===== src/pkg/ascr_defs.svh =====
// Offsets, field positions, reset values and codes of the slot config registers
`ifndef ASCR_DEFS_SVH
`define ASCR_DEFS_SVH

`define ASCR_ADDR_W 8
`define ASCR_DATA_W 16

`define ASCR_OFF_B_TIMING 8'h3b
`define ASCR_OFF_A_ROUTE 8'h43
`define ASCR_OFF_B_AMP 8'h44
`define ASCR_OFF_B_ROUTE 8'h45

`define ASCR_RST_B_TIMING 16'h2017
`define ASCR_RST_A_ROUTE 16'hada5
`define ASCR_RST_B_AMP 16'h1c38
`define ASCR_RST_B_ROUTE 16'hada5
`define ASCR_RST_B_WIDTH 5'h04
`define ASCR_RST_B_OFFSET 11'h017
`define ASCR_RST_B_MODE 6'h07
`define ASCR_RST_B_VREF 2'h3
`define ASCR_RST_B_GAIN 2'h0
`define ASCR_RD_ZERO 16'h0000

`define ASCR_B_WIDTH_RNG 15:11
`define ASCR_B_OFFSET_RNG 10:0
`define ASCR_B_MODE_RNG 15:10
`define ASCR_B_IGAIN_RNG 9:8
`define ASCR_B_BUF_BIT 7
`define ASCR_B_IND_BIT 6
`define ASCR_B_VREF_RNG 5:4
`define ASCR_B_RSVD_RNG 3:2
`define ASCR_B_GAIN_RNG 1:0

`define ASCR_IGAIN_C0 2'h0
`define ASCR_IGAIN_C1 2'h1
`define ASCR_IGAIN_C2 2'h2

`define ASCR_ROUTE_FULL 16'hada5
`define ASCR_ROUTE_DIRECT_BUF 16'hae65
`define ASCR_ROUTE_DIRECT 16'hb065

`define ASCR_CHANNELS 4
`define ASCR_GAIN_W 2
`define ASCR_EXT_GAIN_W 6
`define ASCR_EXT_CH4_RNG 5:4

`endif


===== src/pkg/ascr_pkg.sv =====
// Types shared by the slot config register bank
package ascr_pkg;

  typedef struct packed {
    logic wr;
    logic rd;
    logic [7:0] addr;
    logic [15:0] wdata;
  } ascr_req_s;

  typedef logic [1:0] ascr_gain_t;

  typedef enum logic [3:0] {
    ASCR_PATH_FULL = 4'h1,
    ASCR_PATH_DIRECT_BUF = 4'h2,
    ASCR_PATH_DIRECT = 4'h4,
    ASCR_PATH_RSVD = 4'h8
  } ascr_path_e;

  typedef enum logic [5:0] {
    ASCR_INT_R400K = 6'h01,
    ASCR_INT_R200K = 6'h02,
    ASCR_INT_R100K = 6'h04,
    ASCR_INT_BUF_1P0 = 6'h08,
    ASCR_INT_BUF_0P7 = 6'h10,
    ASCR_INT_RSVD = 6'h20
  } ascr_igain_e;

endpackage : ascr_pkg


===== src/hw/ascr_path_decode.sv =====
// Decodes a slot routing code into an analog path mode and a misuse flag
`timescale 1ns/1ns
`include "ascr_defs.svh"
module ascr_path_decode
  import ascr_pkg::*;
(
  input wire logic [15:0] i_code, // Routing register value
  input wire logic i_buffer_sel, // Slot integrator buffer bit
  input wire logic i_adc_buffer_en, // Converter buffer enable bit
  output ascr_path_e o_mode, // Decoded path
  output logic o_misuse // Code used without its required bits, or direct code with buffer bit set
);

  wire is_full = i_code == `ASCR_ROUTE_FULL;
  wire is_dbuf = i_code == `ASCR_ROUTE_DIRECT_BUF;
  wire is_direct = i_code == `ASCR_ROUTE_DIRECT;

  assign o_mode = is_full ? ASCR_PATH_FULL :
                  is_dbuf ? ASCR_PATH_DIRECT_BUF :
                  is_direct ? ASCR_PATH_DIRECT : ASCR_PATH_RSVD;

  // Host-side setup slips, flagged only; the path still follows the code
  assign o_misuse = (is_dbuf & ~(i_buffer_sel & i_adc_buffer_en)) |
                    (is_direct & i_buffer_sel);

endmodule : ascr_path_decode


===== src/hw/ascr_slot_regs.sv =====
// Slot B front-end settings and slot A/B routing registers with decoded outputs
//
// Contract
// - Window width from timing bits 15:11
// - Window offset from timing bits 10:0
// - Integrator gain decode, buffer or resistor
// - Mode bit 7 turns integrator into buffer
// - Individual gain: channels 2-4 external
// - Otherwise amp gain drives all channels
// - Amp reference from bits 5:4
// - Slot B routing code selects path
// - Slot A routing register, reset full path
`timescale 1ns/1ns
`include "ascr_defs.svh"
module ascr_slot_regs
  import ascr_pkg::*;
(
  input wire logic i_clock, // 250 MHz clock
  input wire logic i_reset, // Async reset, active high
  input wire logic i_clk_en, // Freezes all state when low
  input wire ascr_req_s i_req, // Register request from serial port
  input wire logic [5:0] i_ext_gain, // Channel 2-4 gains, reg 0x55 [11:6]
  input wire logic i_a_buffer_sel, // Slot A buffer bit, reg 0x42 bit 7
  input wire logic i_adc_buffer_en, // Converter buffer bit, reg 0x58 bit 7
  output logic [15:0] o_rd_data, // Read data
  output logic o_rd_valid, // Read answer strobe
  output logic o_rd_err, // Read of unmapped address
  output logic [4:0] o_b_window_width, // Width, 1 us steps
  output logic [10:0] o_b_window_offset, // Offset, 31.25 ns steps
  output logic [5:0] o_b_front_mode_field, // Mode field as stored
  output ascr_igain_e o_b_integrator_gain, // Decoded integrator gain
  output logic o_b_integrator_buffer_sel, // Integrator as buffer
  output logic o_b_per_channel_gain_en, // Individual gains on
  output logic [1:0] o_b_amp_reference, // Amp reference code
  output ascr_gain_t [3:0] o_b_ch_gain, // Amp gain code per channel
  output ascr_path_e o_b_path_mode, // Slot B path
  output ascr_path_e o_a_path_mode, // Slot A path
  output logic o_b_route_misuse, // Slot B routing set up wrong
  output logic o_a_route_misuse // Slot A routing set up wrong
);

  logic [15:0] timing_q;
  logic [15:0] a_route_q;
  logic [15:0] amp_q;
  logic [15:0] b_route_q;

  wire hit_timing = i_req.addr == `ASCR_OFF_B_TIMING;
  wire hit_a_route = i_req.addr == `ASCR_OFF_A_ROUTE;
  wire hit_amp = i_req.addr == `ASCR_OFF_B_AMP;
  wire hit_b_route = i_req.addr == `ASCR_OFF_B_ROUTE;
  wire hit_any = hit_timing | hit_a_route | hit_amp | hit_b_route;

  wire wr_timing = i_req.wr & hit_timing;
  wire wr_a_route = i_req.wr & hit_a_route;
  wire wr_amp = i_req.wr & hit_amp;
  wire wr_b_route = i_req.wr & hit_b_route;

  wire [15:0] rd_mux = hit_timing ? timing_q :
                       hit_a_route ? a_route_q :
                       hit_amp ? amp_q :
                       hit_b_route ? b_route_q : `ASCR_RD_ZERO;

  // Storage, all bits read-write including the fixed-value fields
  always_ff @(posedge i_clock or posedge i_reset) begin
    if (i_reset) begin
      timing_q <= `ASCR_RST_B_TIMING;
      a_route_q <= `ASCR_RST_A_ROUTE;
      amp_q <= `ASCR_RST_B_AMP;
      b_route_q <= `ASCR_RST_B_ROUTE;
    end else if (i_clk_en) begin
      if (wr_timing) timing_q <= i_req.wdata;
      if (wr_a_route) a_route_q <= i_req.wdata;
      if (wr_amp) amp_q <= i_req.wdata;
      if (wr_b_route) b_route_q <= i_req.wdata;
    end
  end

  always_ff @(posedge i_clock or posedge i_reset) begin
    if (i_reset) begin
      o_rd_data <= `ASCR_RD_ZERO;
      o_rd_valid <= 1'b0;
      o_rd_err <= 1'b0;
    end else if (i_clk_en) begin
      o_rd_valid <= i_req.rd;
      o_rd_err <= i_req.rd & ~hit_any;
      if (i_req.rd) o_rd_data <= rd_mux;
    end
  end

  wire [1:0] igain_code = amp_q[`ASCR_B_IGAIN_RNG];
  wire buf_sel = amp_q[`ASCR_B_BUF_BIT];
  wire ind_en = amp_q[`ASCR_B_IND_BIT];
  wire [1:0] amp_gain = amp_q[`ASCR_B_GAIN_RNG];

  wire ascr_igain_e igain_buf = (igain_code == `ASCR_IGAIN_C2) ? ASCR_INT_BUF_0P7 :
                                ASCR_INT_BUF_1P0;
  wire ascr_igain_e igain_norm = (igain_code == `ASCR_IGAIN_C0) ? ASCR_INT_R400K :
                                 (igain_code == `ASCR_IGAIN_C1) ? ASCR_INT_R200K :
                                 ASCR_INT_R100K;
  wire igain_rsvd = igain_code > `ASCR_IGAIN_C2;
  wire ascr_igain_e igain_d = igain_rsvd ? ASCR_INT_RSVD :
                              buf_sel ? igain_buf : igain_norm;

  ascr_gain_t [3:0] ch_gain_d;
  genvar g;
  generate
    for (g = 0; g < `ASCR_CHANNELS; g = g + 1) begin : g_ch
      if (g == 0) begin : g_first
        assign ch_gain_d[g] = amp_gain;
      end else begin : g_rest
        assign ch_gain_d[g] = ind_en ? i_ext_gain[(g - 1) * `ASCR_GAIN_W +: `ASCR_GAIN_W] :
                              amp_gain;
      end
    end
  endgenerate

  ascr_path_e b_mode_d;
  ascr_path_e a_mode_d;
  logic b_misuse_d;
  logic a_misuse_d;

  ascr_path_decode u_b_path (
    .i_code(b_route_q),
    .i_buffer_sel(buf_sel),
    .i_adc_buffer_en(i_adc_buffer_en),
    .o_mode(b_mode_d),
    .o_misuse(b_misuse_d)
  );

  ascr_path_decode u_a_path (
    .i_code(a_route_q),
    .i_buffer_sel(i_a_buffer_sel),
    .i_adc_buffer_en(i_adc_buffer_en),
    .o_mode(a_mode_d),
    .o_misuse(a_misuse_d)
  );

  // Registered settings toward the slot B measurement sequence, plus slot A path and misuse
  always_ff @(posedge i_clock or posedge i_reset) begin
    if (i_reset) begin
      o_b_window_width <= `ASCR_RST_B_WIDTH;
      o_b_window_offset <= `ASCR_RST_B_OFFSET;
      o_b_front_mode_field <= `ASCR_RST_B_MODE;
      o_b_integrator_gain <= ASCR_INT_R400K;
      o_b_integrator_buffer_sel <= 1'b0;
      o_b_per_channel_gain_en <= 1'b0;
      o_b_amp_reference <= `ASCR_RST_B_VREF;
      o_b_ch_gain <= {`ASCR_CHANNELS{`ASCR_RST_B_GAIN}};
      o_b_path_mode <= ASCR_PATH_FULL;
      o_a_path_mode <= ASCR_PATH_FULL;
      o_b_route_misuse <= 1'b0;
      o_a_route_misuse <= 1'b0;
    end else if (i_clk_en) begin
      o_b_window_width <= timing_q[`ASCR_B_WIDTH_RNG];
      o_b_window_offset <= timing_q[`ASCR_B_OFFSET_RNG];
      o_b_front_mode_field <= amp_q[`ASCR_B_MODE_RNG];
      o_b_integrator_gain <= igain_d;
      o_b_integrator_buffer_sel <= buf_sel;
      o_b_per_channel_gain_en <= ind_en;
      o_b_amp_reference <= amp_q[`ASCR_B_VREF_RNG];
      o_b_ch_gain <= ch_gain_d;
      o_b_path_mode <= b_mode_d;
      o_a_path_mode <= a_mode_d;
      o_b_route_misuse <= b_misuse_d;
      o_a_route_misuse <= a_misuse_d;
    end
  end

  width_from_write_a: assert property (@(posedge i_clock) disable iff (i_reset)
    (wr_timing && i_clk_en ##1 i_clk_en) |=>
      o_b_window_width == $past(i_req.wdata[`ASCR_B_WIDTH_RNG], 2))
    else $error("window width not taken from written bits 15:11");

  offset_from_write_a: assert property (@(posedge i_clock) disable iff (i_reset)
    (wr_timing && i_clk_en ##1 i_clk_en) |=>
      o_b_window_offset == $past(i_req.wdata[`ASCR_B_OFFSET_RNG], 2))
    else $error("window offset not taken from written bits 10:0");

  buffer_gain_a: assert property (@(posedge i_clock) disable iff (i_reset)
    (i_clk_en && buf_sel && igain_code == `ASCR_IGAIN_C2) |=>
      o_b_integrator_gain == ASCR_INT_BUF_0P7 && o_b_integrator_buffer_sel)
    else $error("buffer code 10 did not give 0.7 gain");

  normal_gain_a: assert property (@(posedge i_clock) disable iff (i_reset)
    (i_clk_en && !buf_sel && igain_code == `ASCR_IGAIN_C1) |=>
      o_b_integrator_gain == ASCR_INT_R200K)
    else $error("normal code 01 did not give 200k");

  indiv_gain_a: assert property (@(posedge i_clock) disable iff (i_reset)
    (i_clk_en && ind_en) |=>
      o_b_ch_gain[3] == $past(i_ext_gain[`ASCR_EXT_CH4_RNG]) &&
      o_b_ch_gain[0] == $past(amp_gain))
    else $error("individual channel gains not routed");

  common_gain_a: assert property (@(posedge i_clock) disable iff (i_reset)
    (i_clk_en && !ind_en) |=>
      o_b_ch_gain[1] == $past(amp_gain) && o_b_ch_gain[2] == $past(amp_gain))
    else $error("common gain not applied to all channels");

  amp_reference_a: assert property (@(posedge i_clock) disable iff (i_reset)
    (wr_amp && i_clk_en ##1 i_clk_en) |=>
      o_b_amp_reference == $past(i_req.wdata[`ASCR_B_VREF_RNG], 2))
    else $error("amp reference not taken from bits 5:4");

  b_route_full_a: assert property (@(posedge i_clock) disable iff (i_reset)
    (wr_b_route && i_clk_en && i_req.wdata == `ASCR_ROUTE_FULL ##1 i_clk_en) |=>
      o_b_path_mode == ASCR_PATH_FULL)
    else $error("full path code not decoded");

  a_route_read_a: assert property (@(posedge i_clock) disable iff (i_reset)
    (i_clk_en && i_req.rd && hit_a_route) |=> o_rd_valid && o_rd_data == $past(a_route_q))
    else $error("slot A routing read back wrong");

  b_route_hold_a: assert property (@(posedge i_clock) disable iff (i_reset)
    !(wr_b_route && i_clk_en) |=> $stable(b_route_q))
    else $error("slot B routing changed without a write");

endmodule : ascr_slot_regs


===== config.mk =====
export PLATFORM = sky130hd
export DESIGN_NAME = ascr_slot_regs
export DESIGN_NICKNAME = d
export VERILOG_FILES = /design/src/pkg/ascr_pkg.sv /design/src/hw/ascr_path_decode.sv /design/src/hw/ascr_slot_regs.sv
export VERILOG_INCLUDE_DIRS = /design/src /design/src/pkg
export SDC_FILE = /design/constraint.sdc
export NUM_CORES = 1
export LEC_CHECK = 0
export BUFFER_PORTS_ARGS = -buffer_cell sky130_fd_sc_hd__buf_4
export CAP_MARGIN = 20
export CORE_ASPECT_RATIO = 1.1
export CORE_MARGIN = 4
export CORE_UTILIZATION = 45
export CTS_CLUSTER_DIAMETER = 60
export DETAILED_ROUTE_END_ITERATION = 8
export PLACE_DENSITY_LB_ADDON = 0.15
export RECOVER_POWER = 50
export SETUP_SLACK_MARGIN = 0.5
export SLEW_MARGIN = 20
export SYNTH_ARGS = -nofsm -noshare
export SYNTH_HDL_FRONTEND = slang
export SYNTH_SLANG_ARGS = --single-unit

===== constraint.sdc =====
create_clock -name i_clock -period 11.4 [get_ports i_clock]
set_clock_uncertainty 0.15 [all_clocks]
set_input_delay 1.14 -clock i_clock [delete_from_list [all_inputs] [get_ports i_clock]]
set_output_delay 1.14 -clock i_clock [all_outputs]
set_load 0.005 [all_outputs]

Word level (Yosys, flattened, before mapping)
Index checks and enable logic that the tools add are counted.

Register bits after elaboration: 132. Input port bits: 37. Output and inout port bits: 68. Logic and storage cells: 78.

$lt $le $gt $ge: 1. Eq/ne operators: 12. Muxes and demuxes: 18. Bitwise logic cells: 19. Reduce and logical (&&, ||, !) cells: 6.

Operators with widths (number): == test 16 bit, second input constant (6); 2-to-1 mux 16 bit (4); == test 8 x 7 -> 1 bit, second input constant (3); 2-to-1 mux 4 bit (6); AND 1 bit (11); 2-to-1 mux 5 bit (2); AND reduction 2 bit (5); == test 8 x 6 -> 1 bit, second input constant (1); 2-to-1 mux 2 bit (3); 2-to-1 mux 3 bit (2); 2-to-1 mux 6 bit (1); OR 1 bit (5); inverter 1 bit (3); == test 2 x 1 -> 1 bit, second input constant (1); == test 2 bit, second input constant (1); > comparator 2 bit, second input constant (1); zero test 2 bit (1).

Longest topological paths before layout
Gate-level depths: netlist of run 1.

Depth after elaboration: 6. Gate-level depth with buffers: 7. Mapped depth without buffers: 4.

Cells and area by module
Synthesis of run 1 repeated with hierarchy kept, for this count alone.

Cell total of the unflattened synthesis: 470. Area total of the unflattened synthesis: 6104.6 µm².

Modules (own cells, without submodules): ascr_slot_regs (times used 1, cells an instance 426, area each 5819.3 µm², sequential area each 3355.7 µm²); ascr_path_decode (times used 2, cells an instance 22, area each 142.6 µm², sequential area each 0.0 µm²).

Worst setup path after synthesis of run 1
OpenSTA, ideal clock, no wires.

Path kind: input to register. From: input i_req[19] (netlist bit). To: register a_route_q[12]. Setup time: 125 ps. Data arrival time: 2484 ps. Data required time: 11125 ps. Setup slack: 8641 ps. Cell stages on the path: 5. Path buffers: 1. Cell sequence: nor3_1 > nand3b_2 > nor3_2 > buf_6 > mux2_2.

Longest elaborated chain between the ends: 3.

Ends and longest elaborated chain: from (decl) (RTL line ascr_slot_regs.sv:21) `input wire ascr_req_s i_req,`; == test 8 x 7 -> 1 bit (no line); AND 1 bit (RTL line ascr_slot_regs.sv:54) `wire wr_a_route = i_req.wr & hit_a_route;`; AND reduction 2 bit (no line); to (signal assigned) (RTL line ascr_slot_regs.sv:67) `` a_route_q <= `ASCR_RST_A_ROUTE; ``; to (signal assigned) (RTL line ascr_slot_regs.sv:72) `if (wr_a_route) a_route_q <= i_req.wdata;`; to (decl) (RTL line ascr_slot_regs.sv:43) `logic [15:0] a_route_q;`.

Every way passes these cells. A chain may end at the register's enable or synchronous reset.

Final worst setup path of run 1
From: input i_clk_en. To: register o_rd_data[0].

Longest elaborated chain between the ends: 1.

Ends and longest elaborated chain: from (decl) (RTL line ascr_slot_regs.sv:20) `input wire logic i_clk_en,`; AND reduction 2 bit (no line); to (signal assigned) (RTL line ascr_slot_regs.sv:80) `` o_rd_data <= `ASCR_RD_ZERO; ``; to (signal assigned) (RTL line ascr_slot_regs.sv:86) `if (i_req.rd) o_rd_data <= rd_mux;`; to (decl) (RTL line ascr_slot_regs.sv:25) `output logic [15:0] o_rd_data,`.

Every way passes these cells.

==> metrics.yaml, run 1 <==
drt:
  drc_errors: 0
  first_pass_iters: 4
  wirelength_um: 13700
  ant_nets: 0
  vias: 3954
  wire_per_inst_um: 19.1
  drt-vias-per-instance: 5.52
  drt-initial-drc-count: 216
place:
  finalWeightedCongestion: 0.785
  detailed_place_hpwl_um: 9240
  post-place-ws_ns: 7.08
  portBuffers: 104
  placed_cells: 684
  dpl_cell_area_um2: 6620
cts:
  clock_latency_ns: 0.41
  cts_resized: 0
  numCtsBuffers: 17
  hold_buffers: 0
  cts_buffer_depth: 2
  cts_sinks: 132
  cts_htree_levels: 4
  clockRootBuffer: "clkbuf_16"
  post_cts_buffers: 0
  clk_pin_slew_ns: 0.05
  cts_tree: "yes"
global_routing:
  grt_pass1_wl_um: 22100
  grt_usage_pct: 19.6
  antenna_found_initial: 0
  grt_overflow: 0
  grt_pass1_vias: 4046
  grt_max_degree: 78
timing:
  fmax_ghz: 0.171
  fin_crit_ns: 5.86
  finalSetupTns_ns: 0
  whs_ns: 0.335
  setup_ws_ns: 5.54
  hold_viol: 0
  slew-limit-headroom_pct: -123
  worst_slew_pin_slew_ns: 3.32
  slew_viol_final: 149
  setup_viol: 0
  finalCritPeriodShare_pct: 51.4
  rsz0062_at_grt: "false"
final_layout:
  fill_cells: 1075
  final_area_um2: 7170
  final_nets: 583
  syn2layout_area_growth_pct: 24.5
  final_util_pct: 56.9
  layoutNonFillerInstCount: 716
  most-common-layout-cells: "92 x mux2_2, 90 x dfrtp_1, 57 x buf_4, 47 x clkbuf_4, 42 x dfstp_2"
  n_antenna_cell: 0
  layout_commonest_cell: "mux2_2"
  drive_gt1_share_pct: 49.2
floorplanning:
  rows: 43
  io_pins: 105
  core_um2: 12600
  dieArea_um2: 14700
  fp.dieW_um: 116
  die_height_um: 127
  initial_utilization_pct: 45.7
worst_setup_path:
  crit_type: "in -> reg"
  crit_path_end_kind: "flop"
  worst_ep_arrival_time_ns: 6.00
  cp_max_fo: 70
  cp-start-kind: "input pin"
  required_ns: 11.54
outcome:
  outcome: "finished, violations left"
  failed_checks: "capacitance limit, slew limit"
pwr:
  power.total_mw: 1.07
  vdd_drop_max_uv: 101
  power.density_nw_per_um2: 149
  p_leak_nw: 3.26
yosys:
  synth-seq-cells: 132
  yosysWarnings: 0
  ys.flop_type: "dfrtp_1"
  synthArstFlopShare_pct: 100
  netlist_instances: 445
  netlist_area_um2: 5750
  synth_seq_area_share_pct: 58.3
  syn_nets: 482
  synth_cell_types: 40
  avgSynthCellArea_um2: 12.9
  synth-edff-count: 0
flow_run:
  cap_violations: 2
worst_hold_path:
  hp-class: "reg -> reg"
-- report_power, final --
group          internal [mW]  leakage, nW  switching (mW)  total, mW
clock                  0.323        0.283           0.187      0.511
sequential             0.485         1.66         0.00916      0.494
combinational         0.0283         1.31          0.0339     0.0623
total                  0.837         3.26           0.231       1.07
-- worst max-delay path, stage by stage --
cell      delay (ns)
clkbuf_1        2.30
nand2_1         1.44
or2_2           0.85
o221ai_1        0.26
-- logic make-up (layout without fill, tap and decap cells) --
group                  count (synthesis)  count (layout)  synth area share (%)
DFF                                  132             132                  58.3
and+or+nand+nor                       81              81                  8.48
AOI/OAI and AO/OA                     80              80                  10.3
buffers and inverters                 59             173                  4.70
muxes                                 93              93                  18.2
-- final cells by class --
class / count / area (um2) / area share (%)
repair buffers: 108 / 796 / 11.1
clock inverters: 3 / 15.0 / 0.209
multi-input cells: 254 / 2130 / 29.7
inverters: 33 / 125 / 1.75
flip-flops and latches: 132 / 3360 / 46.8
clock buffers: 29 / 551 / 7.68
well taps: 157 / 196 / 2.74
-- sequential cells by signal, summed over array words and instances (netlist names) --
| signal | flops |
|---|---|
| o_b_amp_reference | 2 |
| amp_q | 16 |
| o_rd_valid | 1 |
| o_rd_data | 16 |
| timing_q | 16 |
| o_b_window_offset | 11 |
| o_b_per_channel_gain_en | 1 |
| o_rd_err | 1 |
| o_b_path_mode | 4 |
| o_b_front_mode_field | 6 |
| b_route_q | 16 |
| o_b_integrator_buffer_sel | 1 |
| o_b_ch_gain | 8 |
| o_a_path_mode | 4 |
| o_b_route_misuse | 1 |
| o_a_route_misuse | 1 |
| o_b_window_width | 5 |
| o_b_integrator_gain | 6 |
| a_route_q | 16 |
-- cell usage after synthesis, types with 4 or more instances --
cell | n | area share [%]
mux2_2 | 92 | 18
dfrtp_1 | 90 | 39
dfstp_2 | 42 | 19
inv_1 | 33 | 2.2
nand2_1 | 22 | 1.4
a22o_1 | 16 | 2.4
a22oi_1 | 16 | 2.1
o221ai_1 | 16 | 2.4
clkbuf_1 | 14 | 0.91
nor2_1 | 14 | 0.91
a21oi_1 | 13 | 1.1
o22ai_1 | 7 | 0.76
nand4_1 | 6 | 0.65
buf_6 | 5 | 0.98
nand3_1 | 5 | 0.43
nand3b_1 | 5 | 0.65
nor2b_1 | 5 | 0.54
o21ai_0 | 5 | 0.43
and3b_1 | 4 | 0.61
nor4bb_1 | 4 | 0.70
-- worst paths after layout --
kind	start	endpoint	slack, ns	cells after the start
max	i_clk_en	o_rd_data[0]$_DFFE_PP0P_	5.54	4
min	o_rd_data[12]$_DFFE_PP0P_	o_rd_data[12]$_DFFE_PP0P_	0.33	2
max reg2reg	b_route_q[0]$_DFFE_PP1P_	o_b_path_mode[3]$_DFFE_PP0P_	9.37	4
min reg2reg	o_rd_data[12]$_DFFE_PP0P_	o_rd_data[12]$_DFFE_PP0P_	0.33	2
max in group asynchronous	i_reset	o_rd_data[1]$_DFFE_PP0P_	7.72	3
min in group asynchronous	i_reset	o_b_integrator_buffer_sel$_DFFE_PP0P_	1.55	2
-- routing by layer --
| layer | track usage [%] | routed length [um] | vias up |
|---|---|---|---|
| li1 | - | - | 1824 |
| met1 | 26.5 | 6190 | 1999 |
| met2 | 31.3 | 6630 | 112 |
| met3 | 4.25 | 669 | 19 |
| met4 | 6.76 | 214 | 0 |
| met5 | 0 | 0 | - |
Power figures use the tool's default switching activity.
==> inputs of run 2 (changes only) <==
Settings changed: ABC_AREA set to 1.
Clock period 11.4 ns to 4.98 ns, I/O delays scaled along.
==> run 2 against run 1 <==
Net effect: the run still ends with capacitance limit, slew limit left; count of clock-buffer cells in the layout fell by 8; hold slack worse by 0.19 ns; via count grew 32%; global-route usage increased by 0.97 points; setup slack got worse by 2.9 ns; largest power group unchanged; highest routed layer unchanged.
==> metrics.yaml, run 2 <==
outcome:
  failed_checks: "capacitance limit, slew limit"
  outcome: "finished, violations left"
worst_hold_path:
  whs_path_depth: 3  # +1
  hp-class: "in -> reg"
worst_setup_path:
  r2r_start: "b_route_q[0]$_DFFE_PP1P_"
  crit_family: "buffers and inverters"
  required_ns: 5.13  # -6.41 ns
  crit_path_frequent_cell: "nand2_1"
  crit_cells: 5  # +1
  r2r_end: "o_b_path_mode[3]$_DFFE_PP0P_"
  crit_start: "i_clk_en"
  crit_type: "in -> reg"
  cp_max_fo: 71  # +1.4%
  cp_slowest_cell: "inv_1"
  cp-start-kind: "input pin"
  reg2regPathDepth: 7  # +3
  worst-path-buf-inv: 2  # +1
  critPathMaxStageDelay_ns: 1.33  # -0.97 ns
  worstPathCellList: "buf_4 > inv_1 > nor2_1 > nand2_1 > nand2_1"
  worstSetupEndpoint: "o_b_path_mode[3]$_DFFE_PP0P_"
  rrSetupSlack_ns: 3.17  # -6.20 ns
  crit_path_end_kind: "flop"
  worst_ep_arrival_time_ns: 2.49  # -3.51 ns
drt:
  route.met3.wl_um: 908  # +36%
  wirelength_um: 16000  # +17%
  drt-met1-wl_um: 7740  # +25%
  drc_errors: 0  # unchanged
  wire_per_inst_um: 15.4  # -20%
  vias: 5212  # +32%
  dr_wl_met2_um: 6970  # +5.0%
  first_pass_iters: 5  # +1
  drt-vias-per-instance: 5.03  # -9.0%
  top_layer: "met4"
  drt-initial-drc-count: 521  # +140%
  ant_nets: 0  # unchanged
global_routing:
  grt_max_degree: 72  # -7.7%
  grt_pass1_vias: 4837  # +20%
  grt_overflow: 0  # unchanged
  antenna_found_initial: 0  # unchanged
  grt_pass1_wl_um: 25900  # +18%
  grt_usage_pct: 20.6  # +0.97 points
cts:
  numCtsBuffers: 17  # unchanged
  cts_resized: 0  # unchanged
  clock_latency_ns: 0.42  # about the same
  cts_tree: "yes"
  clk_pin_slew_ns: 0.06  # about the same
  post_cts_buffers: 0  # unchanged
  hold_buffers: 0  # unchanged
  cts_buffer_depth: 2  # unchanged
  clockRootBuffer: "clkbuf_16"
  cts_htree_levels: 4  # unchanged
  cts_sinks: 132  # unchanged
timing:
  slew-limit-headroom_pct: -59.7  # +63 points
  finalSetupTns_ns: 0  # unchanged
  finalCritPeriodShare_pct: 47.0
  fin_crit_ns: 2.34
  rsz0062_at_grt: "false"
  slew_viol_final: 128  # -14%
  worst_slew_pin_slew_ns: 2.38  # -0.941 ns
  setup_viol: 0  # unchanged
  fmax_ghz: 0.427
  hold_viol: 0  # unchanged
floorplanning:
  die_height_um: 132  # +4.3%
  core_um2: 13700  # +9.1%
  fp.dieW_um: 121  # +4.2%
  io_pins: 105  # unchanged
  initial_utilization_pct: 45.8  # +0.086 points
  rows: 45  # +4.7%
  dieArea_um2: 15900  # +8.7%
yosys:
  netlist_area_um2: 6290  # +9.3%
  synth_top_family_by_area: "simple AND/OR/NAND/NOR gates"
  synth_seq_area_share_pct: 53.3  # -5.0 points
  yosys-top-cells-count: "234 x nand2_1, 90 x dfrtp_1, 84 x nand3_1"
  synth_cell_types: 30  # -25%
  synth-compound-area-share_pct: 9.94  # -0.36 points
  yosysMostFrequentCell: "nand2_1"
  avgSynthCellArea_um2: 8.43  # -35%
  synthSimpleGateAreaFrac_pct: 29.0  # +21 points
  synthXorXnorAreaFrac_pct: 0  # unchanged
  synth_top_area_share_pct: 35.8  # -3.3 points
  synthArstFlopShare_pct: 100  # unchanged
  yosys.area.top_type: "dfrtp_1"
  ys.flop_type: "dfrtp_1"
  netlist_instances: 746  # +68%
  synth_area_leaders: "dfrtp_1 36%, dfstp_2 18%, nand2_1 14%"
  synth-edff-count: 0  # unchanged
  synth-seq-cells: 132  # unchanged
  yosysWarnings: 0  # unchanged
  yosys.area_share.adder_pct: 0  # unchanged
  syn_nets: 783  # +62%
  yosys-mux-area-fraction_pct: 0  # -18 points
place:
  detailed_place_hpwl_um: 11600  # +26%
  finalWeightedCongestion: 0.889  # +13%
  dpl_cell_area_um2: 7110  # +7.4%
  portBuffers: 104  # unchanged
pwr:
  swShare_pct: 23.3  # +1.7 points
  power.density_nw_per_um2: 336  # +130%
  combPwrFrac_pct: 6.3  # +0.5 points
  clkPwrFrac_pct: 49.9  # +2.0 points
  p_leak_nw: 3.84  # +18%
  seq_power_share_pct: 43.8  # -2.5 points
  switching_power_uw: 604  # +160%
  vdd_drop_max_uv: 245  # +140%
  p_int_mw: 1.99  # +140%
flow_run:
  cap_violations: 2  # unchanged
final_layout:
  n_antenna_cell: 0  # unchanged
  most-common-layout-cells: "234 x nand2_1, 90 x dfrtp_1, 84 x nand3_1, 72 x buf_4, 69 x inv_1"
  syn2layout_area_growth_pct: 22.8
  drive_gt1_share_pct: 29.8  # -19 points
  layout_commonest_cell: "nand2_1"
  final_nets: 873  # +50%
  final_area_um2: 7720  # +7.8%
## run 2: layer usage
layer / up-vias / GRT usage, %
li1: 2572 / -
met4: 0 / 6.80
met2: 177 / 29.6
met1: 2437 / 31.0
met3: 26 / 4.33
met5: - / 0
## run 2: through the flow
step	hold slack, ns	worst slack, ns	instances	utilization [%]	power [mW]
after global placement	0.305	2.47	1005	51.8	1.31
final	0.145	2.64	1037	56.2	2.59
after floorplan	0.303	0.875	746	-	1.24
after global routing	0.150	2.24	1037	56.2	2.67
after CTS	0.0698	2.86	1037	56.2	2.61
after detailed placement	0.309	2.44	1005	51.8	1.32
## run 2: layout make-up
class	count	area, um2
clock inverters	11	153
flip-flops and latches	132	3360
well taps	188	235
inverters	72	272
clock buffers	21	460
fillers	1253	6020
repair buffers	106	796
multi-input cells	507	2450
## run 2: cell families after synthesis
logic type / Yosys count
AND/OR/NAND/NOR: 402
flip-flops: 132
buffers and inverters: 107
AO/OA/AOI/OAI: 105
## run 2: power groups by stage
| stage | Combinational [mW] | Clock [mW] | Sequential, mW |
|---|---|---|---|
| after floorplan | 0.0917 | 0 | 1.15 |
| after global placement | 0.162 | 0 | 1.15 |
| after detailed placement | 0.165 | 0 | 1.15 |
| after CTS | 0.166 | 1.31 | 1.13 |
| after global routing | 0.183 | 1.35 | 1.14 |
| final | 0.162 | 1.29 | 1.13 |
## run 2: worst min path at each step
| stage | to | startpoint |
|---|---|---|
| 2_1_floorplan | o_b_amp_reference[0]$_DFFE_PP1P_ | o_b_amp_reference[0]$_DFFE_PP1P_ |
| 3_3_place_gp | o_b_per_channel_gain_en$_DFFE_PP0P_ | o_b_per_channel_gain_en$_DFFE_PP0P_ |
| 3_5_place_dp | o_b_front_mode_field[2]$_DFFE_PP1P_ | o_b_front_mode_field[2]$_DFFE_PP1P_ |
| 4_1_cts | o_b_front_mode_field[5]$_DFFE_PP0P_ | i_reset |
| 5_1_grt | o_b_ch_gain[4]$_DFFE_PP0P_ | i_ext_gain[2] |
| 6_report | o_b_ch_gain[6]$_DFFE_PP0P_ | i_ext_gain[4] |
## run 2: tightest hold or removal path: stages
cell and delay [ns]:
buf_4 0.08, nand2_1 0.04, nand3_1 0.06
